### src/bpdr_pkg.sv
package bpdr_pkg;

    // System clock and the settling times that withhold ready-for-data
    localparam int CLK_HZ           = 100_000_000;
    localparam int FREQ_DELAY_US    = 5_000;
    localparam int ATTEN_DELAY_US   = 50_000;
    localparam int ADDR_INHIBIT_US  = 100;
    localparam int FMCAL_DELAY_S    = 5;
    localparam int FREQ_DELAY_CYC   = FREQ_DELAY_US * (CLK_HZ / 1_000_000);
    localparam int ATTEN_DELAY_CYC  = ATTEN_DELAY_US * (CLK_HZ / 1_000_000);
    localparam int ADDR_INHIBIT_CYC = ADDR_INHIBIT_US * (CLK_HZ / 1_000_000);
    localparam int CNT_W            = 23;

    // Function selector: ten programming functions
    localparam int NUM_FUNC         = 10;
    localparam logic [3:0] FUNC_FREQ   = 4'h0;
    localparam logic [3:0] FUNC_ATTEN  = 4'h1;
    localparam logic [3:0] FUNC_FMCAL  = 4'h2;

    // Power-up values: 1 MHz and -140 dB, encoded as function nibbles
    localparam int FREQ_INIT_MHZ    = 1;
    localparam int ATTEN_INIT_DB    = -140;
    localparam logic [3:0] FREQ_INIT_CODE  = 4'h1;
    localparam logic [3:0] ATTEN_INIT_CODE = 4'he;
    localparam logic [3:0] FUNC_RESET_CODE = 4'h0;

    // Register map (byte addresses)
    localparam logic [7:0] REG_CTRL      = 8'h00;
    localparam logic [7:0] REG_STATUS    = 8'h04;
    localparam logic [7:0] REG_FUNCSEL   = 8'h08;
    localparam logic [7:0] REG_FUNC_BASE = 8'h10;
    localparam int CTRL_BUSY_COUPLE  = 0;
    localparam int CTRL_DELAY_EN     = 1;
    localparam logic [1:0] CTRL_RESET = 2'h3;

    // Handshake states, held in two flip-flops as codes 00/01/10/11
    typedef enum logic [1:0] {
        BPDR_IDLE,
        BPDR_STORE,
        BPDR_TRANSFER,
        BPDR_ACCEPTED
    } bpdr_hs_t;

    typedef struct packed {
        logic [7:0]  addr;
        logic [31:0] wrData;
        logic        wr;
        logic        rd;
    } bpdr_bus_req_t;

    typedef struct packed {
        logic [3:0] nibble;
        logic       isAddress;
        logic       dataValid;
    } bpdr_link_in_t;

endpackage : bpdr_pkg

### src/bus_program_delay_router.sv
`timescale 1ns/1ps
// Summary of operation
// - Some programming actions delay ready-for-data by a function-specific time.
// - Frequency programming withholds ready-for-data for 5 ms.
// - Attenuation programming withholds ready-for-data for 50 ms.
// - FM calibration withholds ready-for-data while the busy flag is asserted.
// - A 4-bit register holds each nibble; data nibbles feed the control unit.
// - An address nibble raises select enable, gating it into the selector.
// - After an address, the holding register clock is blocked for 100 us.
// - A strap disables the 100 us address clock inhibit.
// - Selector decodes one of ten functions; plug-in strobe loads it.
// - While power hold-off is low, all programming logic stays inhibited.
// - Hold-off sets frequency to 1 MHz and attenuation to -140 dB; release pulses init.
// - Accepted state holds until data-valid and busy clear, then goes idle.
// - Device clear performs the same initialization as power hold-off.
module bus_program_delay_router #(
    parameter int FREQ_DELAY_CYC   = bpdr_pkg::FREQ_DELAY_CYC,
    parameter int ATTEN_DELAY_CYC  = bpdr_pkg::ATTEN_DELAY_CYC,
    parameter int ADDR_INHIBIT_CYC = bpdr_pkg::ADDR_INHIBIT_CYC
) (
    input  wire logic                         clk,
    input  wire logic                         reset,
    input  wire bpdr_pkg::bpdr_bus_req_t      busReq,
    output logic [31:0]                       regRdData,
    input  wire bpdr_pkg::bpdr_link_in_t      linkIn,
    input  wire logic                         controlBusy,
    input  wire logic                         powerHoldoff_n,
    input  wire logic                         device_clear_pulse_n,
    input  wire logic                         address_inhibit_strap,
    output logic                              readyForData,
    output logic                              dataAccepted,
    output logic [3:0]                        digital_control_unit_data,
    output logic                              digital_control_unit_strobe,
    output logic                              select_enable,
    output logic [bpdr_pkg::NUM_FUNC-1:0]     functionSelect,
    output logic                              plugin_strobe_n,
    output logic [bpdr_pkg::NUM_FUNC-1:0][3:0] functionReg,
    output logic                              initPulse
);

    typedef struct packed {
        bpdr_pkg::bpdr_hs_t                   hs;
        logic [3:0]                           holding;
        logic                                 heldIsAddress;
        logic [3:0]                           lastData;
        logic [bpdr_pkg::CNT_W-1:0]           settleCnt;
        logic [bpdr_pkg::CNT_W-1:0]           inhibitCnt;
        logic                                 fmcalWait;
        logic                                 holdoffSeen;
        logic [1:0]                           ctrl;
        logic [3:0]                           lastFunc;
        logic [31:0]                          rdData;
        logic                                 rfd;
        logic                                 dac;
        logic [3:0]                           dcuData;
        logic                                 dcuStrobe;
        logic                                 selEnable;
        logic [bpdr_pkg::NUM_FUNC-1:0]        funcSel;
        logic                                 pickStrobe_n;
        logic [bpdr_pkg::NUM_FUNC-1:0][3:0]   funcReg;
        logic                                 initP;
    } bpdr_state_t;

    bpdr_state_t s;
    bpdr_state_t next_s;

    logic [bpdr_pkg::NUM_FUNC-1:0]       decodeHit;
    logic [bpdr_pkg::NUM_FUNC-1:0][3:0]  next_funcReg;
    logic [bpdr_pkg::NUM_FUNC-1:0][3:0]  initReg;
    logic                                initNow;
    logic                                busyGated;
    logic                                inhibitActive;
    logic                                anyHold;
    logic                                strobeNow;
    logic [7:0]                          funcOffset;
    logic                                funcAddrHit;
    logic [3:0]                          funcIdx;

    // Function registers sit four bytes apart above the base
    assign funcOffset  = busReq.addr - bpdr_pkg::REG_FUNC_BASE;
    assign funcAddrHit = (busReq.addr >= bpdr_pkg::REG_FUNC_BASE)
                         && (funcOffset[1:0] == 2'h0)
                         && (funcOffset < 8'(bpdr_pkg::NUM_FUNC * 4));
    assign funcIdx     = funcOffset[5:2];

    // device clear and hold-off share one initialization path
    assign initNow = !device_clear_pulse_n || !powerHoldoff_n;

    assign busyGated = controlBusy && s.ctrl[bpdr_pkg::CTRL_BUSY_COUPLE];

    // strap bypasses the address clock inhibit
    assign inhibitActive = (s.inhibitCnt != '0) && !address_inhibit_strap;

    // every delay source must be clear
    assign anyHold = (s.settleCnt != '0) || busyGated || inhibitActive
                     || (s.fmcalWait && controlBusy);

    // Plug-in strobe fires in the transfer state of an address nibble
    assign strobeNow = (s.hs == bpdr_pkg::BPDR_TRANSFER) && s.heldIsAddress;

    // one-of-ten selector and per-function register load
    genvar gi;
    generate
        for (gi = 0; gi < bpdr_pkg::NUM_FUNC; gi++) begin : g_func
            assign decodeHit[gi] = (s.holding == 4'(gi)) && s.heldIsAddress;
            // power-up codes for frequency and attenuation
            assign initReg[gi] =
                (4'(gi) == bpdr_pkg::FUNC_FREQ)  ? bpdr_pkg::FREQ_INIT_CODE :
                (4'(gi) == bpdr_pkg::FUNC_ATTEN) ? bpdr_pkg::ATTEN_INIT_CODE :
                bpdr_pkg::FUNC_RESET_CODE;
            // route data to the addressed register on the strobe
            assign next_funcReg[gi] = (strobeNow && decodeHit[gi])
                                      ? s.lastData : s.funcReg[gi];
        end
    endgenerate

    always_comb begin
        next_s = s;
        next_s.dcuStrobe = 1'b0;
        next_s.pickStrobe_n = 1'b1;
        next_s.initP = 1'b0;
        next_s.funcReg = next_funcReg;

        // counters run down on the system clock
        if (s.settleCnt != '0) begin
            next_s.settleCnt = s.settleCnt - 1'b1;
        end
        if (s.inhibitCnt != '0) begin
            next_s.inhibitCnt = s.inhibitCnt - 1'b1;
        end
        if (s.fmcalWait && !controlBusy && s.hs == bpdr_pkg::BPDR_IDLE) begin
            next_s.fmcalWait = 1'b0;
        end

        unique case (s.hs)
            bpdr_pkg::BPDR_IDLE: begin
                // holding register loads only when the clock is free
                if (linkIn.dataValid && s.rfd) begin
                    next_s.holding = linkIn.nibble;
                    // nibble captured into the holding register
                    next_s.heldIsAddress = linkIn.isAddress;
                    next_s.hs = bpdr_pkg::BPDR_STORE;
                end
            end
            bpdr_pkg::BPDR_STORE: begin
                if (s.heldIsAddress) begin
                    // address nibble gated into the selector
                    next_s.selEnable = 1'b1;
                    next_s.funcSel = decodeHit;
                    next_s.inhibitCnt =
                        bpdr_pkg::CNT_W'(ADDR_INHIBIT_CYC);
                end else begin
                    // data nibble goes straight to the control unit
                    next_s.dcuData = s.holding;
                    next_s.lastData = s.holding;
                end
                next_s.hs = bpdr_pkg::BPDR_TRANSFER;
            end
            bpdr_pkg::BPDR_TRANSFER: begin
                if (s.heldIsAddress) begin
                    next_s.pickStrobe_n = 1'b0;
                    next_s.lastFunc = s.holding;
                    if (s.ctrl[bpdr_pkg::CTRL_DELAY_EN]) begin
                        unique case (s.holding)
                            bpdr_pkg::FUNC_FREQ: begin
                                next_s.settleCnt =
                                    bpdr_pkg::CNT_W'(FREQ_DELAY_CYC);
                            end
                            bpdr_pkg::FUNC_ATTEN: begin
                                next_s.settleCnt =
                                    bpdr_pkg::CNT_W'(ATTEN_DELAY_CYC);
                            end
                            // wait on the control unit busy flag
                            bpdr_pkg::FUNC_FMCAL: begin
                                next_s.fmcalWait = 1'b1;
                            end
                            default: begin
                                next_s.settleCnt = s.settleCnt;
                            end
                        endcase
                    end
                end else begin
                    next_s.dcuStrobe = 1'b1;
                end
                next_s.hs = bpdr_pkg::BPDR_ACCEPTED;
            end
            bpdr_pkg::BPDR_ACCEPTED: begin
                next_s.selEnable = 1'b0;
                // leave only when data-valid and busy are released
                if (!linkIn.dataValid && !busyGated) begin
                    next_s.hs = bpdr_pkg::BPDR_IDLE;
                end
            end
        endcase

        next_s.rfd = (next_s.hs == bpdr_pkg::BPDR_IDLE) && !anyHold
                     && (next_s.settleCnt == '0) && !next_s.fmcalWait
                     && !(linkIn.dataValid && s.rfd);
        next_s.dac = (next_s.hs == bpdr_pkg::BPDR_ACCEPTED);

        // Register writes
        if (busReq.wr && busReq.addr == bpdr_pkg::REG_CTRL) begin
            next_s.ctrl = busReq.wrData[1:0];
        end

        // Register reads, answered one cycle later
        next_s.rdData = '0;
        if (busReq.rd) begin
            if (busReq.addr == bpdr_pkg::REG_CTRL) begin
                next_s.rdData = {30'h0, s.ctrl};
            end else if (busReq.addr == bpdr_pkg::REG_STATUS) begin
                next_s.rdData[1:0] = s.hs;
                next_s.rdData[2]   = s.rfd;
                next_s.rdData[3]   = s.dac;
                next_s.rdData[4]   = controlBusy;
                next_s.rdData[5]   = (s.settleCnt != '0);
                next_s.rdData[6]   = inhibitActive;
                next_s.rdData[7]   = s.fmcalWait;
            end else if (busReq.addr == bpdr_pkg::REG_FUNCSEL) begin
                next_s.rdData[3:0]  = s.lastFunc;
                next_s.rdData[15:6] = s.funcSel;
            end else if (funcAddrHit) begin
                next_s.rdData[3:0] = s.funcReg[funcIdx];
            end
        end

        // hold-off and device clear inhibit and reinitialize
        if (initNow) begin
            next_s.hs = bpdr_pkg::BPDR_IDLE;
            next_s.rfd = 1'b0;
            next_s.dac = 1'b0;
            next_s.selEnable = 1'b0;
            next_s.funcSel = '0;
            next_s.dcuStrobe = 1'b0;
            next_s.pickStrobe_n = 1'b1;
            next_s.settleCnt = '0;
            next_s.inhibitCnt = '0;
            next_s.fmcalWait = 1'b0;
            next_s.funcReg = initReg;
            next_s.holdoffSeen = 1'b1;
        end else if (s.holdoffSeen) begin
            // Release of the hold-off announces the initialization
            next_s.holdoffSeen = 1'b0;
            next_s.initP = 1'b1;
        end
    end

    always_ff @(posedge clk) begin
        if (reset) begin
            s <= '{hs: bpdr_pkg::BPDR_IDLE,
                   holding: 4'h0,
                   heldIsAddress: 1'b0,
                   lastData: 4'h0,
                   settleCnt: '0,
                   inhibitCnt: '0,
                   fmcalWait: 1'b0,
                   holdoffSeen: 1'b1,
                   ctrl: bpdr_pkg::CTRL_RESET,
                   lastFunc: 4'h0,
                   rdData: 32'h0,
                   rfd: 1'b0,
                   dac: 1'b0,
                   dcuData: 4'h0,
                   dcuStrobe: 1'b0,
                   selEnable: 1'b0,
                   funcSel: '0,
                   pickStrobe_n: 1'b1,
                   funcReg: '0,
                   initP: 1'b0};
        end else begin
            s <= next_s;
        end
    end

    assign regRdData                   = s.rdData;
    assign readyForData                = s.rfd;
    assign dataAccepted                = s.dac;
    assign digital_control_unit_data   = s.dcuData;
    assign digital_control_unit_strobe = s.dcuStrobe;
    assign select_enable               = s.selEnable;
    assign functionSelect              = s.funcSel;
    assign plugin_strobe_n             = s.pickStrobe_n;
    assign functionReg                 = s.funcReg;
    assign initPulse                   = s.initP;

endmodule : bus_program_delay_router

### config.mk
export PLATFORM = sky130hd
export DESIGN_NAME = bus_program_delay_router
export DESIGN_NICKNAME = d
export VERILOG_FILES = /design/src/bpdr_pkg.sv /design/src/bus_program_delay_router.sv
export SDC_FILE = /design/constraint.sdc
export NUM_CORES = 1
export LEC_CHECK = 0
export ABC_CLOCK_PERIOD_IN_PS = 2600
export BUFFER_PORTS_ARGS = -buffer_cell sky130_fd_sc_hd__buf_4
export CAP_MARGIN = 20
export CORE_MARGIN = 1
export CORE_UTILIZATION = 50
export CTS_CLUSTER_DIAMETER = 60
export CTS_CLUSTER_SIZE = 25
export DETAILED_ROUTE_END_ITERATION = 8
export PLACE_DENSITY = 0.81
export SYNTH_ARGS = -nofsm -noshare
export SYNTH_HDL_FRONTEND = slang
export SYNTH_SLANG_ARGS = --single-unit
### constraint.sdc
create_clock -name clk -period 2.6 [get_ports clk]
set_input_delay 0.13 -clock clk [delete_from_list [all_inputs] [get_ports clk]]
set_output_delay 0.13 -clock clk [all_outputs]
set_load 0.01 [all_outputs]
Word level (Yosys, flattened, before mapping)
Index checks and enable logic that the tools add are counted.

Bits in registers: 153. Bits of input ports: 54. Output and inout port bits: 92. Logic and storage cells: 165.

Add/sub/neg operators: 3. Order comparisons: 3. Equal/unequal tests: 16. Multiplexer cells: 34. Bitwise logic cells: 5. Reduce and logical (&&, ||, !) cells: 70.

Operator list (number): 2-to-1 mux 23 bit (7); case mux 23 bit (3 select lines) (1); nonzero test 23 bit (2); subtractor 23 x 1 -> 23 bit, second input constant (2); logical AND 1 bit (35); 2-to-1 mux 4 bit (6); logical NOT 23 bit (1); binary-select mux 4 bit (select 4 bit) (1); == test 4 x 3 -> 1 bit, second input constant (4); 2-to-1 mux 16 bit (1); 2-to-1 mux 8 bit (2); 2-to-1 mux 11 bit (1); 2-to-1 mux 10 bit (1); AND reduction 2 bit (5); logical NOT 1 bit (9); == test 4 x 2 -> 1 bit, second input constant (2); == test 4 bit, second input constant (2); == test 8 x 3 -> 1 bit, second input constant (1); == test 8 x 4 -> 1 bit, second input constant (1); >= comparator 8 x 5 -> 1 bit, second input constant (1); logical NOT 8 bit (1); less-than comparator 8 x 6 -> 1 bit, second input constant (1); 2-to-1 mux 1 bit (8); case mux 2 bit (4 select lines) (1); other kinds (18) (35).

Depth between registers and ports, before layout
Depth in word-level cells: 11. Gate-level depth with buffers: 8. Mapped depth without buffers: 7.

Worst setup path before layout
No wires, ideal clock.

Path kind: register to register. Start point: register s[123] (netlist name). End point: register s[141] (netlist name). Setup time: 0.091 ns. Arrival time: 2.075 ns. Data required time: 2.509 ns. Slack: 0.434 ns. Stages on the path, launching flop included: 8. Buffers on the path: 0. Clock period less this slack: 2.166 ns. Cell sequence: dfxtp_1 inv_1 ha_1 nor3b_1 nand4_1 o31ai_1 a21oi_1 a311oi_1.

Cells in the longest elaborated chain, start to end: 6. Elaborated cells on any way between the ends: 7. Classes of those cells: 1 x add/sub; 5 x mux; 1 x reduce/logical.

Ends and longest elaborated chain: start: declaration (line bus_program_delay_router.sv:64) `bpdr_state_t s;`; start signal: assignment (line bus_program_delay_router.sv:250) `s <= '{hs: bpdr_pkg::BPDR_IDLE,`; start signal: assignment (line bus_program_delay_router.sv:271) `s <= next_s;`; subtractor 23 x 1 -> 23 bit or nonzero test 23 bit (tied branches) (line bus_program_delay_router.sv:126, bus_program_delay_router.sv:125); 2-to-1 mux 23 bit (*) (line bus_program_delay_router.sv:125) `if (s.settleCnt != '0) begin`; case mux 23 bit (3 select lines) (line bus_program_delay_router.sv:164) `unique case (s.holding)`; 2-to-1 mux 23 bit (line bus_program_delay_router.sv:163) `if (s.ctrl[bpdr_pkg::CTRL_DELAY_EN]) begin`; 2-to-1 mux 23 bit (line bus_program_delay_router.sv:160) `if (s.heldIsAddress) begin`; 2-to-1 mux 23 bit (*) (line bus_program_delay_router.sv:135) `unique case (s.hs)`.

Mark *: on every way between the ends. The rest lies on a longest branch, timed or not. A chain may end at the register's enable or synchronous reset.

Worst setup path in the final report
Start point: register s[156] (netlist name). End point: register s, in the netlist functionReg[0].

Cells in the longest elaborated chain, start to end: 4.

Ends and longest elaborated chain: == test 2 bit (line bus_program_delay_router.sv:99) `assign strobeNow = (s.hs == bpdr_pkg::BPDR_TRANSFER) && s.heldIsAddress;`; logical AND 1 bit (line bus_program_delay_router.sv:99); logical AND 1 bit (line bus_program_delay_router.sv:112) `assign next_funcReg[gi] = (strobeNow && decodeHit[gi])`; nonzero test 2 bit (no line).

No other way between the ends.

==> results.py <==
metrics = {
    "run_status": {
        "status": "completed",
    },
    "cells_and_area": {
        "antenna_cells": 0,
        "utilization_pct": 59.63,
        "final_cells": 1051,
        "layout_common_cells": "dfxtp_1, buf_4, nor2_1, nand2_1, mux2i_1",
        "syn_to_final_growth_pct": 16.97,
        "drive_above_1_share_pct": 20.55,
        "layout_commonest_cell": "dfxtp_1",
        "nets": 919,
        "fillers": 1148,
    },
    "setup_path": {
        "path_max_fanout": 14,
        "critPathRequiredTime_ns": 2.96,
        "reg2reg_setup_slack_ns": 0.16,
        "regToRegStartpoint": "s[156]",
        "cp_num_buf_inv": 2,
        "r2r_end": "functionReg[0]",
        "slowest_delay_ns": 0.59,
        "reg2reg_depth": 6,
        "crit_cells": 6,
        "worstSetupEndpointType": "flip-flop",
        "start_kind": "flip-flop",
        "crit_family": "buffers and inverters",
        "slowest_stage": "dfxtp_1",
        "critPathKind": "reg2reg",
        "worstPathCellList": "and3b_1 -> buf_4 -> nand2_1 -> mux2i_1 -> a31oi_1 -> dlygate4sd3_1",
        "cp_data_arrival_time_ns": 2.80,
    },
    "power": {
        "netSwitchingPower_uw": 4327,
        "p_per_area_mw_per_mm2": 1277,
        "irDropWorstVdd_mv": 0.8345,
        "leakage_uw": 0.003432,
        "power.total_uw": 10530,
        "p_clk_share_pct": 25.0,
        "p_seq_share_pct": 25.0,
        "switching_share_pct": 41.11,
        "p_int_uw": 6198,
        "power_frac_comb_pct": 50.0,
    },
    "synth": {
        "synth_edf_count": 0,
        "synth_cell_type_count": 64,
        "seq_area_frac_synth_pct": 38.91,
        "syn_avg_cell_area_um2": 8.618,
        "synth_cells": 818,
        "synthArstFlopShare_pct": 0,
        "synth_top_area_share_pct": 38.91,
        "synth_top_area_cell": "dfxtp_1",
        "synth_area_leaders": "dfxtp_1, buf_4, mux2i_1",
        "ys_ff_latch": 137,
        "syn_area_mm2": 0.007049,
        "yosys_warnings": 0,
        "synthFlopType": "dfxtp_1",
    },
    "clock_tree": {
        "cts_tree": "yes",
        "cts_made_buffers": 17,
        "post_cts_buffers": 0,
        "clock_path_buffers": 2,
        "path_clk_slew_ns": 0.06,
        "cts_max_level": 4,
        "cts_sinks": 137,
        "clk_latency_ns": 0.42,
        "cts_root_buf": "clkbuf_16",
    },
    "global_routing": {
        "antenna_found_initial": 0,
        "grt_pass1_vias": 5675,
        "grt_pass1_wl_um": 28610,
        "grt_overflow": 0,
        "grt_max_degree": 37,
        "track_usage_pct": 25.09,
    },
    "route": {
        "met1Wirelength_um": 7678,
        "vias_per_cell": 5.924,
        "dr.pass1.iters": 6,
        "route.met2.wl_um": 8534,
        "drt-initial-drc-count": 597,
        "routed_wl_um": 17900,
        "drc": 0,
        "top_layer": "met4",
        "drtAntennaViolNets": 0,
        "wl_per_cell_um": 17.03,
        "vias": 6226,
        "route.met3.wl_um": 1323,
    },
    "die": {
        "fp.coreArea_mm2": 0.01383,
        "die_area_mm2": 0.01458,
        "die_x_um": 120.7,
        "start_util_pct": 50.98,
        "ios": 146,
        "die_h_um": 120.7,
        "rows": 43,
    },
    "timing": {
        "hold-worst-slack_ns": 0.04033,
        "clock.fmax_mhz": 409.8,
        "hold_violations": 0,
        "fin_crit_ns": 2.440,
        "period_share_pct": 93.86,
        "skew_ns": 0.005407,
        "drv_slew": 0,
        "finalSetupViolCount": 0,
        "fin_setup_tns_ns": 0,
        "relSlewSlack_pct": 49.02,
        "grt_setup_unrepaired": "no",
        "worst_pin_slew_ns": 0.7601,
    },
    "hold_path": {
        "holdPathStages": 3,
        "holdPathEnd": "regRdData[6]",
        "min-delay-start": "address_inhibit_strap",
        "hold_path_class": "in2reg",
    },
    "placement": {
        "place_congestion": 0.8915,
        "hpwlAfterDp_um": 12190,
        "dp.cells": 1006,
        "portBuffers": 99,
    },
    "flow_run": {
        "cap_violations": 0,
    },
}
state kept, by name, indices dropped and copies added, names as in the netlist, 4 cells and up:
register / flops
digital_control_unit_data: 4
s: 61
regRdData: 16
functionSelect: 10
functionReg: 40
area by class of cell:
class | instances | area (um^2) | area share, %
clock buffers | 19 | 442.9 | 5.372
clock inverters | 12 | 198.9 | 2.413
flip-flops and latches | 137 | 2743 | 33.26
well taps | 180 | 225.2 | 2.731
inverters | 17 | 63.81 | 0.7739
repair buffers | 140 | 1086 | 13.17
multi-input cells | 546 | 3486 | 42.28
per-stage QoR:
| stage | setup slack (ns) | cell area (um^2) |
|---|---|---|
| detailed placement | 0.2813 | 7450 |
| finish | 0.1595 | 8245 |
| global route | 0.05843 | 8245 |
| floorplan | 0.4343 | 7106 |
| global placement | 0.3356 | 7450 |
| CTS | 0.07813 | 8232 |
worst max path at each step:
| stage | startpoint | slack (ns) | endpoint |
|---|---|---|---|
| 6_report | s[156] | 0.16 | functionReg[0] |
| 4_1_cts | s[154] | 0.08 | functionReg[0] |
| 5_1_grt | s[156] | 0.06 | functionReg[0] |
| 3_5_place_dp | busReq[38] | 0.28 | s[96] |
| 3_3_place_gp | s[139] | 0.34 | s[135] |
| 2_1_floorplan | s[123] | 0.43 | s[141] |
power groups by stage:
stage               clock (uW)  sequential, uW  combinational, uW
finish                    2630            2630               5260
global route              2760            2670               5830
CTS                       2650            2620               5190
detailed placement           0            2660               5150
global placement             0            2650               5030
floorplan                    0            2590               4080
worst reg2reg max path, cell delays in order, from the launching register on:
cell and delay [ns]:
dfxtp_1 0.59, and3b_1 0.43, buf_4 0.27, nand2_1 0.16
mux2i_1 0.17, a31oi_1 0.20, dlygate4sd3_1 0.57
synth_stat cells (5+ instances only):
master and number:
dfxtp_1 137, a21oi_1 49, nand3_1 24, o22ai_1 5, mux2i_1 50, nand2_1 58
or2_2 7, nand2b_1 6, a211oi_1 5, o21ai_0 19, nor3_1 27, a22oi_1 6
xor2_1 12, ha_1 6, nand4_1 9, inv_1 16, a31oi_1 8, or4_1 14
o31ai_1 12, clkbuf_1 41, nor2_1 91, o311ai_0 7, and3_1 12, o211ai_1 9
mux4_2 8, or3_1 14, nor4_1 11, buf_4 86
kinds of logic after synthesis:
family                   count (synthesis)  share of synthesized area (%)
multiplexers                            58                          9.656
other                                    1                        0.05320
buffers and inverters                  150                          12.73
AO/OA/AOI/OAI                          154                          14.66
flip-flops                             137                          38.91
adder cells (fa/ha/maj)                  6                          1.065
XOR/XNOR                                15                          1.864
AND/OR/NAND/NOR                        297                          21.07
repair_timing:
item,4_1_cts,5_1_grt
hold endpoints to repair,13,0
gates resized for setup,0,2
endpoints found under the setup margin,0,2
hold buffers,14,0
per-layer routing:
metal	vias to the layer above	track usage, %
met5	-	0
met3	44	5.943
met4	0	8.256
met1	2968	32.84
li1	2926	-
met2	288	40.59
(Power assumes the default switching activity.)
